--- src/design/hdsp_pkg.sv ---
// Constants, register map and state type for the datagram serial port host controller.
package hdsp_pkg;
	// ----------------------------------------------------------------
	// Register map of the controller (AXI4-Lite, byte addresses)
	// ----------------------------------------------------------------
	localparam int         ADDR_W     = 5;
	localparam int         DATA_W     = 32;
	localparam logic [4:0] REG_CTRL   = 5'h00;
	localparam logic [4:0] REG_REQ    = 5'h04;
	localparam logic [4:0] REG_REPLY  = 5'h08;
	localparam logic [4:0] REG_STATUS = 5'h0c;
	localparam logic [4:0] REG_DIV    = 5'h10;
	localparam int         CTRL_START = 0;
	localparam int         ST_BUSY    = 0;
	localparam int         ST_DONE    = 1;
	localparam int         ST_IRQ_N   = 2;
	localparam logic [1:0] RESP_OKAY  = 2'h0;
	localparam logic [1:0] RESP_DECERR = 2'h3;
	// ----------------------------------------------------------------
	// Datagram layout
	// ----------------------------------------------------------------
	localparam int         FRAME_BITS  = 32;
	localparam logic [4:0] LAST_BIT    = 5'h1f;
	localparam int         REQ_RRS_BIT = 31;
	localparam int         REQ_RW_BIT  = 24;
	localparam int         DATA_BITS   = 24;
	// Reply status byte, most significant first.
	localparam int         RPL_INT     = 31;
	localparam int         RPL_COVER   = 30;
	localparam int         RPL_LEFT3   = 29;
	localparam int         RPL_TGT3    = 28;
	localparam int         RPL_LEFT2   = 27;
	localparam int         RPL_TGT2    = 26;
	localparam int         RPL_LEFT1   = 25;
	localparam int         RPL_TGT1    = 24;
	// ----------------------------------------------------------------
	// Timing
	// ----------------------------------------------------------------
	localparam int CLK_PERIOD_PS     = 10000;
	localparam int DEV_CLK_PERIOD_PS = 62500;
	localparam int SYNC_STAGES       = 2;
	localparam int EDGE_DEV_CLKS     = 3;
	localparam int LINK_PERIOD_DEV   = 8;
	localparam int IRQ_SETTLE_DEV_X10 = 45;
	localparam int LINK_PERIOD_NS    = 1000;
	localparam int EDGE_CYCLES = (EDGE_DEV_CLKS * DEV_CLK_PERIOD_PS + CLK_PERIOD_PS - 1)
		/ CLK_PERIOD_PS;
	localparam int HALF_MIN_CYCLES = (LINK_PERIOD_DEV * DEV_CLK_PERIOD_PS
		+ 2 * CLK_PERIOD_PS - 1) / (2 * CLK_PERIOD_PS);
	localparam int HALF_DEF_CYCLES = LINK_PERIOD_NS * 1000 / (2 * CLK_PERIOD_PS);
	localparam int GAP_CYCLES = (IRQ_SETTLE_DEV_X10 * DEV_CLK_PERIOD_PS
		+ 10 * CLK_PERIOD_PS - 1) / (10 * CLK_PERIOD_PS) + SYNC_STAGES;
	localparam logic [15:0] EDGE_CNT = 16'(EDGE_CYCLES);
	localparam logic [15:0] HALF_MIN = 16'(HALF_MIN_CYCLES);
	localparam logic [15:0] HALF_DEF = 16'(HALF_DEF_CYCLES);
	localparam logic [15:0] GAP_CNT  = 16'(GAP_CYCLES);

	typedef enum logic [5:0] {
		ST_IDLE  = 6'h01,
		ST_SETUP = 6'h02,
		ST_LOW   = 6'h04,
		ST_HIGH  = 6'h08,
		ST_HOLD  = 6'h10,
		ST_GAP   = 6'h20
	} hdsp_state_t;
endpackage : hdsp_pkg

--- src/design/hdsp_sync2.sv ---
// Two-stage synchroniser for levels arriving from outside the clock domain.
`timescale 1ns/10ps
module hdsp_sync2 #(
	parameter int WIDTH = 1
) (
	input  wire logic             clock,
	input  wire logic             rst_n,
	input  wire logic [WIDTH-1:0] d,
	output logic      [WIDTH-1:0] q
);
	logic [WIDTH-1:0] meta;

	// The first stage feeds the second stage only.
	always_ff @(posedge clock or negedge rst_n) begin
		if (!rst_n) begin
			meta <= '0;
			q    <= '0;
		end else begin
			meta <= d;
			q    <= meta;
		end
	end
endmodule : hdsp_sync2

--- src/design/hdsp_host_ctrl.sv ---
// Host controller: AXI4-Lite registers and serial datagram master for the motion device.
`timescale 1ns/10ps
module hdsp_host_ctrl (
	input  wire logic                       clock,
	input  wire logic                       rst_n,
	// AXI4-Lite slave
	input  wire logic [hdsp_pkg::ADDR_W-1:0] s_axi_awaddr,
	input  wire logic                       s_axi_awvalid,
	output logic                            s_axi_awready,
	input  wire logic [hdsp_pkg::DATA_W-1:0] s_axi_wdata,
	input  wire logic [3:0]                 s_axi_wstrb,
	input  wire logic                       s_axi_wvalid,
	output logic                            s_axi_wready,
	output logic [1:0]                      s_axi_bresp,
	output logic                            s_axi_bvalid,
	input  wire logic                       s_axi_bready,
	input  wire logic [hdsp_pkg::ADDR_W-1:0] s_axi_araddr,
	input  wire logic                       s_axi_arvalid,
	output logic                            s_axi_arready,
	output logic [hdsp_pkg::DATA_W-1:0]     s_axi_rdata,
	output logic [1:0]                      s_axi_rresp,
	output logic                            s_axi_rvalid,
	input  wire logic                       s_axi_rready,
	// Serial link to the device
	output logic                            hostSelectN,
	output logic                            hostClock,
	output logic                            hostDataOut,
	input  wire logic                       hostSerialOut
);
	import hdsp_pkg::*;

	// ----------------------------------------------------------------
	// Register state
	// ----------------------------------------------------------------
	logic [31:0]      request;
	logic [31:0]      reply;
	logic [15:0]      halfPeriod;
	logic             done;
	logic             irqStatusN;
	hdsp_state_t      state;
	logic [15:0]      count;
	logic [4:0]       bitIndex;
	logic [31:0]      txShift;
	logic [31:0]      rxShift;
	logic             serialIn;
	logic [4:0]       awAddr;
	logic             awHeld;
	logic [31:0]      wData;
	logic [3:0]       wStrb;
	logic             wHeld;
	logic             doWrite;
	logic             startReq;
	logic             frameEnd;
	logic             idle;
	logic [15:0]      halfLoad;
	logic [31:0]      readMux;
	logic             readHit;
	logic             writeHit;
	logic [31:0]      sendWord;

	// ----------------------------------------------------------------
	// Input synchroniser
	// ----------------------------------------------------------------
	// The device output may lag its own clock, so it is resynchronised here.
	hdsp_sync2 #(
		.WIDTH (1)
	) u_sync (
		.clock (clock),
		.rst_n (rst_n),
		.d     (hostSerialOut),
		.q     (serialIn)
	);

	// ----------------------------------------------------------------
	// AXI4-Lite write channel
	// ----------------------------------------------------------------
	assign s_axi_awready = !awHeld;
	assign s_axi_wready  = !wHeld;
	assign doWrite       = awHeld && wHeld && !s_axi_bvalid;

	always_ff @(posedge clock or negedge rst_n) begin
		if (!rst_n) begin
			awHeld <= 1'b0;
			awAddr <= '0;
		end else if (s_axi_awvalid && !awHeld) begin
			awHeld <= 1'b1;
			awAddr <= s_axi_awaddr;
		end else if (doWrite) begin
			awHeld <= 1'b0;
		end
	end

	always_ff @(posedge clock or negedge rst_n) begin
		if (!rst_n) begin
			wHeld <= 1'b0;
			wData <= '0;
			wStrb <= '0;
		end else if (s_axi_wvalid && !wHeld) begin
			wHeld <= 1'b1;
			wData <= s_axi_wdata;
			wStrb <= s_axi_wstrb;
		end else if (doWrite) begin
			wHeld <= 1'b0;
		end
	end

	always_comb begin
		unique case ({awAddr[4:2], 2'h0})
			REG_CTRL, REG_REQ, REG_REPLY, REG_STATUS, REG_DIV: writeHit = 1'b1;
			default: writeHit = 1'b0;
		endcase
	end

	always_ff @(posedge clock or negedge rst_n) begin
		if (!rst_n) begin
			s_axi_bvalid <= 1'b0;
			s_axi_bresp  <= RESP_OKAY;
		end else if (doWrite) begin
			s_axi_bvalid <= 1'b1;
			s_axi_bresp  <= writeHit ? RESP_OKAY : RESP_DECERR;
		end else if (s_axi_bready) begin
			s_axi_bvalid <= 1'b0;
		end
	end

	// ----------------------------------------------------------------
	// Software registers
	// ----------------------------------------------------------------
	assign idle     = (state == ST_IDLE);
	assign startReq = doWrite && ({awAddr[4:2], 2'h0} == REG_CTRL) && wStrb[0]
		&& wData[CTRL_START];

	// The request word is frozen while a frame is under way.
	genvar gByte;
	generate
		for (gByte = 0; gByte < 4; gByte++) begin : g_req
			always_ff @(posedge clock or negedge rst_n) begin
				if (!rst_n) begin
					request[8*gByte +: 8] <= '0;
				end else if (doWrite && idle && ({awAddr[4:2], 2'h0} == REG_REQ)
						&& wStrb[gByte]) begin
					request[8*gByte +: 8] <= wData[8*gByte +: 8];
				end
			end
		end
	endgenerate

	// Slower clocks than the device allows are fine; faster ones are clamped.
	assign halfLoad = (wData[15:0] < HALF_MIN) ? HALF_MIN : wData[15:0];

	always_ff @(posedge clock or negedge rst_n) begin
		if (!rst_n) begin
			halfPeriod <= HALF_DEF;
		end else if (doWrite && idle && ({awAddr[4:2], 2'h0} == REG_DIV)
				&& (wStrb[1:0] == 2'h3)) begin
			halfPeriod <= halfLoad;
		end
	end

	// A frame that ends in the same cycle as a clear keeps its flag set.
	always_ff @(posedge clock or negedge rst_n) begin
		if (!rst_n) begin
			done <= 1'b0;
		end else if (frameEnd) begin
			done <= 1'b1;
		end else if (doWrite && ({awAddr[4:2], 2'h0} == REG_STATUS) && wStrb[0]
				&& wData[ST_DONE]) begin
			done <= 1'b0;
		end
	end

	// ----------------------------------------------------------------
	// AXI4-Lite read channel
	// ----------------------------------------------------------------
	assign s_axi_arready = !s_axi_rvalid;

	always_comb begin
		readMux = '0;
		readHit = 1'b1;
		unique case ({s_axi_araddr[4:2], 2'h0})
			REG_CTRL:   readMux = '0;
			REG_REQ:    readMux = request;
			REG_REPLY:  readMux = reply;
			REG_STATUS: begin
				readMux[ST_BUSY]  = !idle;
				readMux[ST_DONE]  = done;
				readMux[ST_IRQ_N] = irqStatusN;
			end
			REG_DIV:    readMux = {16'h0000, halfPeriod};
			default:    readHit = 1'b0;
		endcase
	end

	always_ff @(posedge clock or negedge rst_n) begin
		if (!rst_n) begin
			s_axi_rvalid <= 1'b0;
			s_axi_rdata  <= '0;
			s_axi_rresp  <= RESP_OKAY;
		end else if (s_axi_arvalid && !s_axi_rvalid) begin
			s_axi_rvalid <= 1'b1;
			s_axi_rdata  <= readMux;
			s_axi_rresp  <= readHit ? RESP_OKAY : RESP_DECERR;
		end else if (s_axi_rready) begin
			s_axi_rvalid <= 1'b0;
		end
	end

	// ----------------------------------------------------------------
	// Frame sequencer
	// ----------------------------------------------------------------
	// A read carries no data, so its data field goes out as zeros.
	assign sendWord = request[REQ_RW_BIT] ? {request[31:DATA_BITS], {DATA_BITS{1'b0}}}
		: request;
	assign frameEnd = (state == ST_HOLD) && (count == '0);

	always_ff @(posedge clock or negedge rst_n) begin
		if (!rst_n) begin
			state    <= ST_IDLE;
			count    <= '0;
			bitIndex <= '0;
		end else begin
			unique case (state)
				ST_IDLE: begin
					if (startReq) begin
						state <= ST_SETUP;
						count <= EDGE_CNT - 16'h0001;
					end
				end
				ST_SETUP: begin
					if (count == '0) begin
						state    <= ST_LOW;
						count    <= halfPeriod - 16'h0001;
						bitIndex <= '0;
					end else begin
						count <= count - 16'h0001;
					end
				end
				ST_LOW: begin
					if (count == '0) begin
						state <= ST_HIGH;
						count <= halfPeriod - 16'h0001;
					end else begin
						count <= count - 16'h0001;
					end
				end
				ST_HIGH: begin
					if (count != '0) begin
						count <= count - 16'h0001;
					end else if (bitIndex == LAST_BIT) begin
						state <= ST_HOLD;
						count <= EDGE_CNT - 16'h0001;
					end else begin
						state    <= ST_LOW;
						count    <= halfPeriod - 16'h0001;
						bitIndex <= bitIndex + 5'h01;
					end
				end
				ST_HOLD: begin
					if (count == '0) begin
						state <= ST_GAP;
						count <= GAP_CNT - 16'h0001;
					end else begin
						count <= count - 16'h0001;
					end
				end
				ST_GAP: begin
					// Long enough for the next setup and for the interrupt level to return.
					if (count == '0) begin
						state <= ST_IDLE;
					end else begin
						count <= count - 16'h0001;
					end
				end
			endcase
		end
	end

	// ----------------------------------------------------------------
	// Link pins
	// ----------------------------------------------------------------
	always_ff @(posedge clock or negedge rst_n) begin
		if (!rst_n) begin
			hostSelectN <= 1'b1;
			hostClock   <= 1'b1;
		end else begin
			hostSelectN <= (state == ST_IDLE) || (state == ST_GAP) || frameEnd;
			hostClock   <= !(state == ST_LOW);
		end
	end

	// New data bit appears one cycle ahead of the falling edge, well before the next rise.
	always_ff @(posedge clock or negedge rst_n) begin
		if (!rst_n) begin
			txShift     <= '0;
			hostDataOut <= 1'b0;
		end else if (idle && startReq) begin
			txShift <= sendWord;
		end else if ((state == ST_SETUP || state == ST_HIGH) && count == '0
				&& !(state == ST_HIGH && bitIndex == LAST_BIT)) begin
			hostDataOut <= txShift[FRAME_BITS-1];
			txShift     <= {txShift[FRAME_BITS-2:0], 1'b0};
		end
	end

	// The reply bit is taken at the end of the low phase, long after the device
	// has updated its output, so the synchroniser delay does no harm.
	always_ff @(posedge clock or negedge rst_n) begin
		if (!rst_n) begin
			rxShift <= '0;
		end else if (state == ST_LOW && count == '0) begin
			rxShift <= {rxShift[FRAME_BITS-2:0], serialIn};
		end
	end

	always_ff @(posedge clock or negedge rst_n) begin
		if (!rst_n) begin
			reply <= '0;
		end else if (frameEnd) begin
			reply <= rxShift;
		end
	end

	// While deselected the device output is its active-low interrupt level.
	always_ff @(posedge clock or negedge rst_n) begin
		if (!rst_n) begin
			irqStatusN <= 1'b1;
		end else if (idle) begin
			irqStatusN <= serialIn;
		end
	end
endmodule : hdsp_host_ctrl

--- config.mk ---
export PLATFORM = sky130hd
export DESIGN_NAME = hdsp_host_ctrl
export DESIGN_NICKNAME = d
export VERILOG_FILES = /design/src/design/hdsp_pkg.sv /design/src/design/hdsp_sync2.sv /design/src/design/hdsp_host_ctrl.sv
export SDC_FILE = /design/constraint.sdc
export NUM_CORES = 1
export LEC_CHECK = 0
export BUFFER_PORTS_ARGS = -buffer_cell sky130_fd_sc_hd__clkbuf_2
export CORE_UTILIZATION = 45
export CTS_BUF_LIST = sky130_fd_sc_hd__clkbuf_8 sky130_fd_sc_hd__clkbuf_16
export DETAILED_ROUTE_END_ITERATION = 8
export SYNTH_ARGS = -nofsm -noshare
export SYNTH_HDL_FRONTEND = slang
export SYNTH_HIERARCHICAL = 1
export SYNTH_SLANG_ARGS = --single-unit
--- constraint.sdc ---
create_clock -name clock -period 4.53 [get_ports clock]
set_clock_uncertainty 0.1 [all_clocks]
set_input_delay 0.906 -clock clock [delete_from_list [all_inputs] [get_ports clock]]
set_output_delay 0.906 -clock clock [all_outputs]
set_load 0.03 [all_outputs]
# [After elaboration in Yosys (flattened, before gate mapping)]
# Index checks and enable logic that the tools add are counted.
[op_classes] order_cmp=1 mux=38 bitwise_logic=1 n_eq_ne=24 n_reduce_logical=53 add_sub_neg=3
[op_table] operator="$mux W16" n=7
[op_table] operator="$pmux W29 S3" n=1
[op_table] operator="$pmux W16 S5" n=1
[op_table] operator="$mux W32" n=2
[op_table] operator="$mux W6" n=6
[op_table] operator="$pmux W6 S6" n=1
[op_table] operator="$sub A16 B1 Y16 const B" n=2
[op_table] operator="$logic_and A1 B1 Y1" n=25
[op_table] operator="$mux W25" n=1
[op_table] operator="$mux W5" n=4
[op_table] operator="$logic_not A16 Y1" n=1
[op_table] operator="$lt A16 B5 Y1 const B" n=1
[op_table] operator="$reduce_bool A16 Y1" n=1
[op_table] operator="$ne A2 B2 Y1 const B" n=7
[op_table] operator="$reduce_bool A2 Y1" n=7
[op_table] operator="$eq A3 B2 Y1 const B" n=4
[op_table] operator="$pmux W3 S4" n=1
[op_table] operator="$mux W1" n=11
[op_table] operator="$pmux W5 S2" n=1
[op_table] operator="$reduce_or A5 Y1" n=2
[op_table] operator="$logic_not A1 Y1" n=7
[op_table] operator="$eq A3 B1 Y1 const B" n=2
[op_table] operator="$eq A3 B3 Y1 const B" n=2
[op_table] operator="$eq A6 B1 Y1 const B" n=1
[op_table] operator="17 further kinds" n=22
[word_totals] register_bits=259 input_bits=54 elab_cells=148 out_inout_bits=44

# [Logic depth before layout (Yosys ltp)]
# Gate-level depths: netlist of the first run.
[logic_depth] word_depth=8 ltp_mapped=12 mapped_depth_nobuf=9

# [By module]
# Netlist of the first run, hierarchy kept.
[by_module_without_submodules] module="hdsp_host_ctrl" area_per_inst_um2=11227.0 cells_per_inst=1033 n_inst=1
[by_module_without_submodules] module="hdsp_sync2" area_per_inst_um2=50.0 cells_per_inst=2 n_inst=1

# [Worst setup path before layout of the first run]
# No wires, ideal clock.
[synth_path] path_kind="flip-flop to flip-flop" from="register count[0]" to="register rxShift[10]" slack_ns=2.147 arrival_time_ns=2.158 n_path_buf=2 setup_time_ns=0.125 path_stages_with_launch=10 period_less_slack_ns=2.383 cell_sequence="dfrtp_1 -> inv_1 -> ha_1 -> nor3b_1 -> nand4_1 -> or2_1 -> buf_2 -> nor2_4 -> buf_6 -> mux2_2"
[synth_between] elab_chain_cells=2
[synth_lines] element="from (decl)" line_no="hdsp_host_ctrl.sv:41" source="logic [15:0] count;"
[synth_lines] element="from (signal assigned)" line_no="hdsp_host_ctrl.sv:226" source="count <= EDGE_CNT - 16'h0001;"
[synth_lines] element="from (signal assigned)" line_no="hdsp_host_ctrl.sv:232" source="count <= halfPeriod - 16'h0001;"
[synth_lines] element="from (signal assigned)" line_no="hdsp_host_ctrl.sv:235" source="count <= count - 16'h0001;"
[synth_lines] element="$logic_not A16 Y1" line_no="hdsp_host_ctrl.sv:310" source="end else if (state == ST_LOW && count == '0) begin"
[synth_lines] element="$logic_and A1 B1 Y1" line_no="hdsp_host_ctrl.sv:310"
[synth_lines] element="to (signal assigned)" line_no="hdsp_host_ctrl.sv:311" source="rxShift <= {rxShift[FRAME_BITS-2:0], serialIn};"
[synth_lines] element="to (decl)" line_no="hdsp_host_ctrl.sv:44" source="logic [31:0] rxShift;"
# Every way passes these cells.
# A chain may end at the register's enable or synchronous reset.

# [Worst setup path in the final report of the first run]
[layout_path] from="register count[0]" to="register rxShift[11]"
# The elaborated chain is that of the path after synthesis.

==> results of run 1 <==
[cell usage after synthesis, types with 3 or more instances]
| cell type | number |
|---|---|
| a22o_1 | 4 |
| o21ai_1 | 13 |
| a21oi_1 | 32 |
| dfstp_2 | 7 |
| o22ai_1 | 5 |
| or2_2 | 3 |
| dfrtp_1 | 248 |
| o2bb2ai_1 | 3 |
| o22a_1 | 4 |
| o31ai_1 | 4 |
| clkbuf_1 | 27 |
| o21ai_0 | 52 |
| nor3b_1 | 4 |
| nand3_1 | 6 |
| nor4_1 | 7 |
| or3_1 | 5 |
| xor2_1 | 9 |
| a22oi_1 | 62 |
| nand2_1 | 229 |
| mux2_2 | 115 |
| inv_1 | 14 |
| nor2_1 | 52 |
| buf_6 | 4 |
| xnor2_1 | 8 |
| ha_1 | 5 |
| nand2b_1 | 7 |
| buf_4 | 7 |
| buf_2 | 13 |
| nor2b_1 | 6 |
| nor3_1 | 21 |
| or4_1 | 4 |
| nor3_2 | 4 |
| nand4_1 | 4 |
[kinds of logic after synthesis]
logic type      count (synthesis)  share of synthesized area, %
xor+xnor                       17                          1.32
mux                           117                          11.7
flops                         255                          56.7
buf+inv                        66                          2.84
compound gates                200                          11.5
simple gates                  375                          15.5
fa+ha+maj                       5                         0.555
[layer usage]
| metal | global-route usage (%) | vias up | part of all wire (%) |
|---|---|---|---|
| met5 | 0 | - | 0.045 |
| met4 | 4.50 | 2 | 1.7 |
| met3 | 3.10 | 39 | 4.2 |
| met2 | 34.1 | 178 | 47 |
| met1 | 30.6 | 3966 | 47 |
| li1 | - | 3813 | - |
[power by group]
| group | internal, W | total [W] | switching (W) |
|---|---|---|---|
| registers | 0.00248 | 0.00267 | 0.000193 |
| clock network | 0.00123 | 0.00213 | 0.000905 |
| logic | 0.000251 | 0.000543 | 0.000292 |
[worst max path at each step]
| stage | depth (start not counted) | slack, ps | startpoint | endpoint |
|---|---|---|---|---|
| finish | 7 | 1280 | count[0]$_DFFE_PN0P_ | rxShift[11]$_DFFE_PN0P_ |
| global route | 7 | 940 | count[0]$_DFFE_PN0P_ | rxShift[11]$_DFFE_PN0P_ |
| CTS | 7 | 1280 | count[0]$_DFFE_PN0P_ | rxShift[11]$_DFFE_PN0P_ |
| detailed placement | 7 | 1270 | count[0]$_DFFE_PN0P_ | rxShift[11]$_DFFE_PN0P_ |
| global placement | 7 | 1390 | count[0]$_DFFE_PN0P_ | rxShift[12]$_DFFE_PN0P_ |
| floorplan | 9 | 2150 | count[0]$_DFFE_PN0P_ | rxShift[10]$_DFFE_PN0P_ |
[through the flow]
| stage | setup WS [ps] | util (%) | hold slack [ps] | instances |
|---|---|---|---|---|
| final | 1280 | 52.9 | 290 | 1471 |
| after global routing | 939 | 52.9 | 292 | 1471 |
| after CTS | 1280 | 52.9 | 288 | 1471 |
| after detailed placement | 1270 | 49.3 | 274 | 1420 |
| after global placement | 1390 | 49.3 | 265 | 1420 |
| after floorplan | 2150 | - | 231 | 1035 |
[area by class of cell]
cell class                 count  area (µm²)  share of cell area (%)
clock buffer                  31         742                    5.74
clock inverter                20         128                   0.987
inverter                      15        56.3                   0.435
multi-input combinational    714        4580                    35.4
sequential                   255        6390                    49.4
tap                          324         405                    3.13
timing repair buffer         112         631                    4.88
[state kept, by name, indices dropped and copies added, names as in the netlist, 5 cells and up]
register     count
request         32
reply           32
count           16
s_axi_rdata     32
halfPeriod      16
bitIndex         5
txShift         32
state            6
wData           32
rxShift         32
[worst register-to-register path: stages (launching register included)]
cell     delay (ps)
dfrtp_1         400
inv_1           110
ha_1            160
nor3b_1         390
nand4_1         290
or2_1           440
nor2_4          810
mux2_2          440
==> impl_results.md, run 1 <==
- Total Wirelength: roughly 27000 µm
- Leak pwr: roughly 6 nW
- Worst min-delay path startpoint: u_sync/meta$_DFF_PN0_
- Top cell type's share of synthesized area: 55.0%
- DR vias: between 7000 and 8000
- Crit-path max cell delay: 810 ps
- Post-synthesis cell area: about 11000 µm²
- CTS tree: built
- Final RePlAce weighted congestion: approximately 0.85
- Die Ht: 160 µm
- Ys flop type: dfrtp_1
- Final instance area: ~13000 µm²
- Setup_tns: 0 ps
- Setup-failing EPs final: 0
- Critical Path RT: ~4900 ps
- DRC errors left: 0
- Most area-hungry cell type in the Yosys netlist: dfrtp_1
- Core Area: between 20000 and 25000 µm²
- Status: finished, final reports clean
- Total track usage: a little over a fifth
- Filler instances: between 2000 and 2500
- Max frequency: 0.308 GHz
- Die Span X: approximately 160 µm
- Worst Path Arrival: 3570 ps
- Reg2reg start: count[0]$_DFFE_PN0P_
- WP buf/inv: 1
- Area after DPL: 12100 µm²
- Global-route wire length before repair: ~44000 µm
- Clock sink total: about 260
- Async SR Flop Fraction: 100%
- ANT nets after route: 0
- Rel. slew slack: about 25%
- Tot Pwr: 0.00535 W
- Post-synth EDFFs: 0
- Post-CTS setup buffer count: 0
- Initial DRC Count: approximately 480
- Top Ports: 98
- HPWL after DPL: between 15000 and 20000 µm
- Nets@finish: ~1200
- Initial antenna violation count: 1
- Hold buffer count at cts: 0
- Pwr/cell area: about 410 nW/µm²
- CTS H-Tree Depth: 1
- Crit end category: flop
- Clock transition at path regs: roughly 60 ps
- Clk Latency, worst-skew pair: 540 ps
- YS warnings: 6
- Post-synthesis register bit count: between 200 and 300
- Ratio of cells with drive above 1 in the final layout: roughly a quarter
- Routed length per instance: 18.1 µm
- Port bufs: just over 90
- Crit path time final: ~3200 ps
- Total CTS buffers: 28
- DRT Pass-1 Iters: 5
- Row cnt: 57
- Post-cts gate resize count: 0
- Root Buffer: clkbuf_16
- Max Slew Vio Count: 0
- Unrepaired setup endpoints after global routing: no
- CP startpoint kind: flop
- Post-Synthesis Mean Instance Area: around 11 µm²
- Syn nets: between 1000 and 1500
- Register-to-Register Path Depth: 7
- Kind of cell adding the most delay to the critical path: simple AND/OR/NAND/NOR gates
- Crit-path slowest cell: nor2_4
- Synth cell types: 65
- Max_cap viols: 0
- Crit path kind: flop to flop
- Hold crit path type: flop to flop
- Most common cell after layout, fill and taps aside: dfrtp_1
- Final Hold Viols: 0
- Vias in the first global route: between 8000 and 9000
- Worst hold endpoint: u_sync/q$_DFF_PN0_
- Synth top area cells: dfrtp_1, mux2_2, nand2_1
- Drt via density: between 5 and 6
- CTS max path bufs: 3
- CP Max Fanout: 32
- Largest net degree at the start of global routing: 117
- Worst-Margin Slew: between 1000 and 1500 ps
- VDD IR max: between 0.3 and 0.4 mV
- Syn Inst Count: about 1000
- Tcrit/Tclk final: a little under three quarters
- Hold path depth: 0
- Antenna Cells: 0
- Register area share after synthesis: between 50% and 60%
- Die Area: 25700 µm²
- Grt total ovfl: 0
- Synth-to-layout area growth: 14.7%
- Initial Util: 46.1%
- Flop2flop setup slack: roughly 1300 ps
- Most frequent cells in the layout: dfrtp_1, nand2_1, mux2_2
- Worst path cell trace: inv_1 -> ha_1 -> nor3b_1 -> nand4_1 -> or2_1 -> nor2_4 -> mux2_2
- Endpoint of the worst register-to-register path: rxShift[11]$_DFFE_PN0P_
No activity file was read; power rests on OpenSTA's default activity.
==> run 2, diff against run 1 <==
==> constraint.sdc (replaced) <==
create_clock -name clock -period 3.1 [get_ports clock]
set_clock_uncertainty 0.1 [all_clocks]
set_input_delay 0.62 -clock clock [delete_from_list [all_inputs] [get_ports clock]]
set_output_delay 0.62 -clock clock [all_outputs]
set_load 0.03 [all_outputs]
==> run 2 against run 1 <==
  * Sequential share of layout area decreased by 0.52 points
  * Register-to-register slack worse by 990 ps
  * Via count is 0.55% lower
  * Critical path depth rose by 1
  * Combinational power grew 50%
  * Cell count rose by 0.61%
  * Routed wire length shrank 3.5%
  * Setup slack worse by 990 ps
  * Die area did not move
  * Non-clock buffer count up 12
  * Worst hold slack got worse by 210 ps
  * Critical path type unchanged
  * Largest power group unchanged
==> impl_results.md, run 2 (synthesis gave the netlist of run 1 again) <==
- Status: finished, final reports clean
- Worst-Margin Slew: 1060 ps (-50.9 ps)
- Tcrit/Tclk final: 90.5% (+19 points)
- Post-CTS setup buffer count: 0 (unchanged)
- Clock sink total: 255 (unchanged)
- Leak pwr: 6.26 nW (+1.2%)
- Pint: 0.00576 W (+45%)
- Total Wirelength: 25700 µm (-3.5%)
- Hold path depth: 1 (+1)
- Clk Latency, worst-skew pair: 540 ps (about the same)
- Register-to-Register Path Depth: 8 (+1)
- Top Ports: 98 (unchanged)
- Final RePlAce weighted congestion: 0.864 (+2.0%)
- CTS tree: built
- Max frequency: 0.356 GHz (+16%)
- Routed length per instance: 17.3 µm (-4.0%)
- Row cnt: 57 (unchanged)
- Max Slew Vio Count: 0 (unchanged)
- Setup_tns: 0 ps (unchanged)
- Worst hold endpoint: u_sync/meta$_DFF_PN0_
- Clock transition at path regs: 60 ps (about the same)
- Total CTS buffers: 27 (-3.6%)
- CP startpoint kind: flop
- Vias in the first global route: 8001 (unchanged)
- Final Hold Viols: 0 (unchanged)
- Drt via density: 5.37 (-1.2%)
- Setup-failing EPs final: 0 (unchanged)
- Unrepaired setup endpoints after global routing: no
- HPWL after DPL: 17800 µm (-1.1%)
- CP Max Fanout: 32 (unchanged)
- NetSw: 0.00199 W (+43%)
- Pwr/cell area: 593 nW/µm² (+43%)
- Antenna Cells: 0 (unchanged)
- Root Buffer: clkbuf_16
- Hold crit path type: input port to flop
- Grt total ovfl: 0 (unchanged)
- Crit path kind: flop to flop
- Nets@finish: 1196 (+0.93%)
- DRC errors left: 0 (unchanged)
- Core Area: 24500 µm² (unchanged)
- Combinational share of power: 10.5% (+0.3 points)
- Flop2flop setup slack: 290 ps (-990 ps)
- Seq pwr share: 50.3% (+0.3 points)
- DR vias: 7954 (-0.55%)
- Reg2reg start: count[0]$_DFFE_PN0P_
- Worst min-delay path startpoint: hostSerialOut
- Initial Util: 46.1% (unchanged)
- Rel. slew slack: 29.0% (+4.2 points)
- VDD IR max: 0.349 mV (+7.1%)
- Initial antenna violation count: 0 (-1)
- Critical Path RT: 3420 ps (-1440 ps)
- Crit end category: flop
- Crit path time final: 2810 ps (-442 ps)
- Die Ht: 160 µm (unchanged)
- DRT Pass-1 Iters: 5 (unchanged)
- Ratio of cells with drive above 1 in the final layout: 26.7% (+0.57 points)
- Die Area: 25700 µm² (unchanged)
- Die Span X: 160 µm (unchanged)
- ANT nets after route: 0 (unchanged)
- Largest net degree at the start of global routing: 78 (-33%)
- CTS max path bufs: 3 (unchanged)
- Most frequent cells in the layout: dfrtp_1, nand2_1, mux2_2
- Max_cap viols: 0 (unchanged)
- Synth-to-layout area growth: 15.9%
- Worst Path Arrival: 3130 ps (-440 ps)
- Initial DRC Count: 496 (+4.2%)
- Most common cell after layout, fill and taps aside: dfrtp_1
- Hold Slack: 77.7 ps (-213 ps)
- CTS H-Tree Depth: 1 (unchanged)
- Total track usage: 20.6% (-0.60 points)
- Global-route wire length before repair: 42500 µm (-2.4%)
- Port bufs: 93 (unchanged)
- Filler instances: 2218 (+1.7%)
- Clock group share of total power: 39.2% (-0.7 points)
- Endpoint of the worst register-to-register path: rxShift[23]$_DFFE_PN0P_
- Net Sw Frac: 25.7% (-0.26 points)
## run 2: cell count changes in the layout (fill, tap and decap cells not counted), sizes merged
cell / before / now
buf: 20 / 31
bufinv: 1 / 0
clkbuf: 123 / 126
clkinv: 9 / 5
clkinvlp: 1 / 0
dlygate4sd3: 0 / 1
## run 2: worst max-delay path by stage
stage,from,to,cells after the start
3_5_place_dp,bitIndex[0]$_DFFE_PN0P_,txShift[27]$_DFFE_PN0P_,11
3_3_place_gp,bitIndex[0]$_DFFE_PN0P_,txShift[23]$_DFFE_PN0P_,11
5_1_grt,count[0]$_DFFE_PN0P_,rxShift[23]$_DFFE_PN0P_,8
6_report,count[0]$_DFFE_PN0P_,rxShift[23]$_DFFE_PN0P_,8
4_1_cts,bitIndex[0]$_DFFE_PN0P_,txShift[27]$_DFFE_PN0P_,11
2_1_floorplan,count[0]$_DFFE_PN0P_,rxShift[10]$_DFFE_PN0P_,9
## run 2: through the flow
step	instance area, µm²	instances	power (W)	worst slack, ps	util [%]
6_report	13100	1480	0.00775	293	53.4
5_1_grt	13100	1480	0.00810	215	53.4
4_1_cts	13100	1480	0.00786	218	53.4
3_5_place_dp	12200	1431	0.00479	247	49.9
3_3_place_gp	12200	1431	0.00478	237	49.9
2_1_floorplan	11300	1035	0.00441	717	-
## run 2: worst max-delay path: stages, from the launching register on
cell and delay, ps:
dfrtp_1 390, inv_1 100, ha_1 150, nor3b_1 390
nand4_1 340, or2_1 460, nor2_4 170, buf_12 220
mux2_2 360
## run 2: power groups by stage
stage	Clock (W)	Sequential, W	Combinational (W)
after floorplan	0	0.00388	0.000533
after global placement	0	0.00396	0.000818
after detailed placement	0	0.00396	0.000831
after CTS	0.00313	0.00390	0.000835
after global routing	0.00324	0.00395	0.000904
final	0.00304	0.00390	0.000817
## run 2: layer usage
metal | GRT usage (%) | wire length (µm) | vias up
met1 | 30.3 | 12500 | 3949
met2 | 32.7 | 11800 | 136
met5 | 0 | 0 | -
met3 | 2.66 | 876 | 43
li1 | - | - | 3826
met4 | 4.76 | 559 | 0
## run 2: cell type report
type	instances	area, µm²	share of cell area [%]
Clock buffer	34	772	5.91
Clock inverter	14	75.1	0.574
Inverter	15	56.3	0.431
Multi-Input combinational cell	714	4580	35.1
Sequential cell	255	6390	48.9
Tap cell	324	405	3.10
Timing Repair Buffer	124	786	6.01
## run 2: timing repair
| item | 4_1_cts | 5_1_grt |
|---|---|---|
| hold buffers | 1 | 0 |
| gates resized for setup | 0 | 1 |
| endpoints found under the setup margin | 0 | 8 |
| hold endpoints to repair | 28 | 0 |
==> run 3, diff against run 2 <==
--- a/config.mk
+++ b/config.mk
@@ -9,6 +9,7 @@
 export CORE_UTILIZATION = 45
 export CTS_BUF_LIST = sky130_fd_sc_hd__clkbuf_8 sky130_fd_sc_hd__clkbuf_16
 export DETAILED_ROUTE_END_ITERATION = 8
+export GPL_TIMING_DRIVEN = 0
 export SYNTH_ARGS = -nofsm -noshare
 export SYNTH_HDL_FRONTEND = slang
 export SYNTH_HIERARCHICAL = 1
==> run 3 against run 2 <==
  * Cell count increased by 1.8%
  * Non-clock buffer count grew 23
  * Die area unchanged
  * Largest power group unchanged
==> impl_results.md, run 3 (synthesis gave the netlist of run 1 again) <==
- CTS max path bufs: 3 (unchanged)
- Status: finished, final reports clean
- Die Span X: 160 µm (unchanged)
- DRT Pass-1 Iters: 5 (unchanged)
- Global-route wire length before repair: 44200 µm (+3.9%)
- Placed cells: 1454 (+1.6%)
- VDD IR max: 0.445 mV (+27%)
- Drt via density: 5.41 (+0.74%)
- Net Sw Frac: 25.5% (-0.21 points)
- Post-route non-filler standard cell count: 1507 (+1.8%)
- Routed length per instance: 18.0 µm (+3.9%)
- Crit path time final: 2870 ps (+63.8 ps)
- Final Hold Viols: 0 (unchanged)
- Top Ports: 98 (unchanged)
- Max_cap viols: 0 (unchanged)
- Seq pwr share: 47.3% (-3.0 points)
- CP startpoint kind: flop
- Total track usage: 21.7% (+1.1 points)
- DRC errors left: 0 (unchanged)
- Top sig layer: met4
- Hold crit path type: input port to flop
- Clock sink total: 255 (unchanged)
- Routed wl met3: 1170 µm (+34%)
- Crit end category: flop
- Core Area: 24500 µm² (unchanged)
- Max frequency: 0.348 GHz (-2.2%)
- Leak pwr: 6.29 nW (+0.54%)
- CTS H-Tree Depth: 1 (unchanged)
- Most common cell after layout, fill and taps aside: dfrtp_1
- Max Slew Vio Count: 0 (unchanged)
- Total Wirelength: 27200 µm (+5.8%)
- Tot Pwr: 0.00823 W (+6.2%)
- Critical Path RT: 3420 ps (about the same)
- Pint: 0.00613 W (+6.5%)
- Grt total ovfl: 0 (unchanged)
- DR vias: 8159 (+2.6%)
- Antenna Cells: 0 (unchanged)
- Unrepaired setup endpoints after global routing: yes
- Root Buffer: clkbuf_16
- Tcrit/Tclk final: 92.6% (+2.1 points)
- Pwr/cell area: 623 nW/µm² (+4.9%)
- Total CTS buffers: 28 (+3.7%)
- Die Area: 25700 µm² (unchanged)
- Clk Latency, worst-skew pair: 560 ps (+20 ps)
- Post-CTS setup buffer count: 0 (unchanged)
- Die Ht: 160 µm (unchanged)
- Port bufs: 93 (unchanged)
- Final RePlAce weighted congestion: 0.889 (+3.0%)
- Row cnt: 57 (unchanged)
- CTS tree: built
- Met2 routed WL: 12600 µm (+7.4%)
- CP Max Fanout: 10 (-69%)
- Nets@finish: 1220 (+2.0%)
- Setup-failing EPs final: 0 (unchanged)
- Worst Path Arrival: 3200 ps (+70 ps)
- Combinational share of power: 9.9% (-0.6 points)
- Vias in the first global route: 8044 (+0.54%)
- Initial Util: 46.1% (unchanged)
- Clock group share of total power: 42.8% (+3.6 points)
- Final core utilization: 54.1% (+0.65 points)
- Largest net degree at the start of global routing: 112 (+44%)
- Initial DRC Count: 655 (+32%)
- ANT nets after route: 0 (unchanged)
- WL met1: 13000 µm (+4.1%)
- Ratio of cells with drive above 1 in the final layout: 26.5% (-0.27 points)
- Synth-to-layout area growth: 17.3%
- Rel. slew slack: 19.3% (-9.7 points)
- Clock transition at path regs: 60 ps (about the same)
- Most frequent cells in the layout: dfrtp_1, nand2_1, mux2_2
- NetSw: 0.00210 W (+5.4%)
- Crit path kind: flop to flop
- Initial antenna violation count: 0 (unchanged)
- Worst-Margin Slew: 1190 ps (+131 ps)
- HPWL after DPL: 19400 µm (+9.2%)
run 3: changes by cell type in the layout (fill, tap and decap cells not counted), sizes merged:
cell      before  now
buf           31   26
clkinvlp       0    5
clkinv         5    9
clkbuf       126  150
inv           24   18
bufinv         0    5
run 3: metal layers:
| layer | GRT usage [%] | up-vias |
|---|---|---|
| met5 | 0 | - |
| met4 | 4.29 | 0 |
| met3 | 2.56 | 33 |
| met2 | 34.4 | 202 |
| met1 | 32.2 | 4034 |
| li1 | - | 3890 |
run 3: worst max-delay path, cell delays in order, from the launching register on:
cell and delay (ps):
dfrtp_1 400, inv_1 110, ha_1 150, nor3b_1 370, nand4_1 310, or2_1 290, buf_2 190, nor2_4 280
buf_6 210, mux2_2 340
run 3: cell type report:
type | count | area, µm²
clock buffers | 30 | 728
well taps | 324 | 405
plain buffers | 51 | 264
clock inverters | 22 | 270
inverters | 15 | 56.3
multi-input cells | 714 | 4570
flip-flops and latches | 255 | 6390
repair buffers | 96 | 539
fillers | 2175 | 11200
run 3: repair_timing:
action | in CTS | in global routing
hold buffers | 1 | 0
resized for setup | 0 | 2
endpoints found under the hold margin | 44 | 0
setup endpoints to repair | 0 | 3
run 3: through the flow:
step	setup TNS, ps	instance area (µm²)	setup WS (ps)	hold WS (ps)
final	0	13200	230	76.3
after global routing	-0.435	13200	-0.435	61.7
after CTS	0	13200	224	57.2
after detailed placement	0	12200	224	240
after global placement	-1037270	12100	-4140	234
after floorplan	0	11300	717	224
run 3: worst paths after layout:
check,start,end,slack [ps],cells past startpoint
max,count[0]$_DFFE_PN0P_,rxShift[14]$_DFFE_PN0P_,230,9
min,hostSerialOut,u_sync/meta$_DFF_PN0_,80,1
max reg2reg,count[0]$_DFFE_PN0P_,rxShift[14]$_DFFE_PN0P_,230,9
min reg2reg,u_sync/meta$_DFF_PN0_,u_sync/q$_DFF_PN0_,250,0
max in group asynchronous,rst_n,rxShift[14]$_DFFE_PN0P_,1530,3
min in group asynchronous,rst_n,count[10]$_DFFE_PN0P_,500,2
run 3: power groups by stage:
stage	Sequential [W]	Clock, W	Combinational (W)
after global routing	0.00394	0.00373	0.000899
after CTS	0.00389	0.00360	0.000832
after global placement	0.00395	0	0.000798
after detailed placement	0.00395	0	0.000828
final	0.00389	0.00353	0.000816
after floorplan	0.00388	0	0.000533
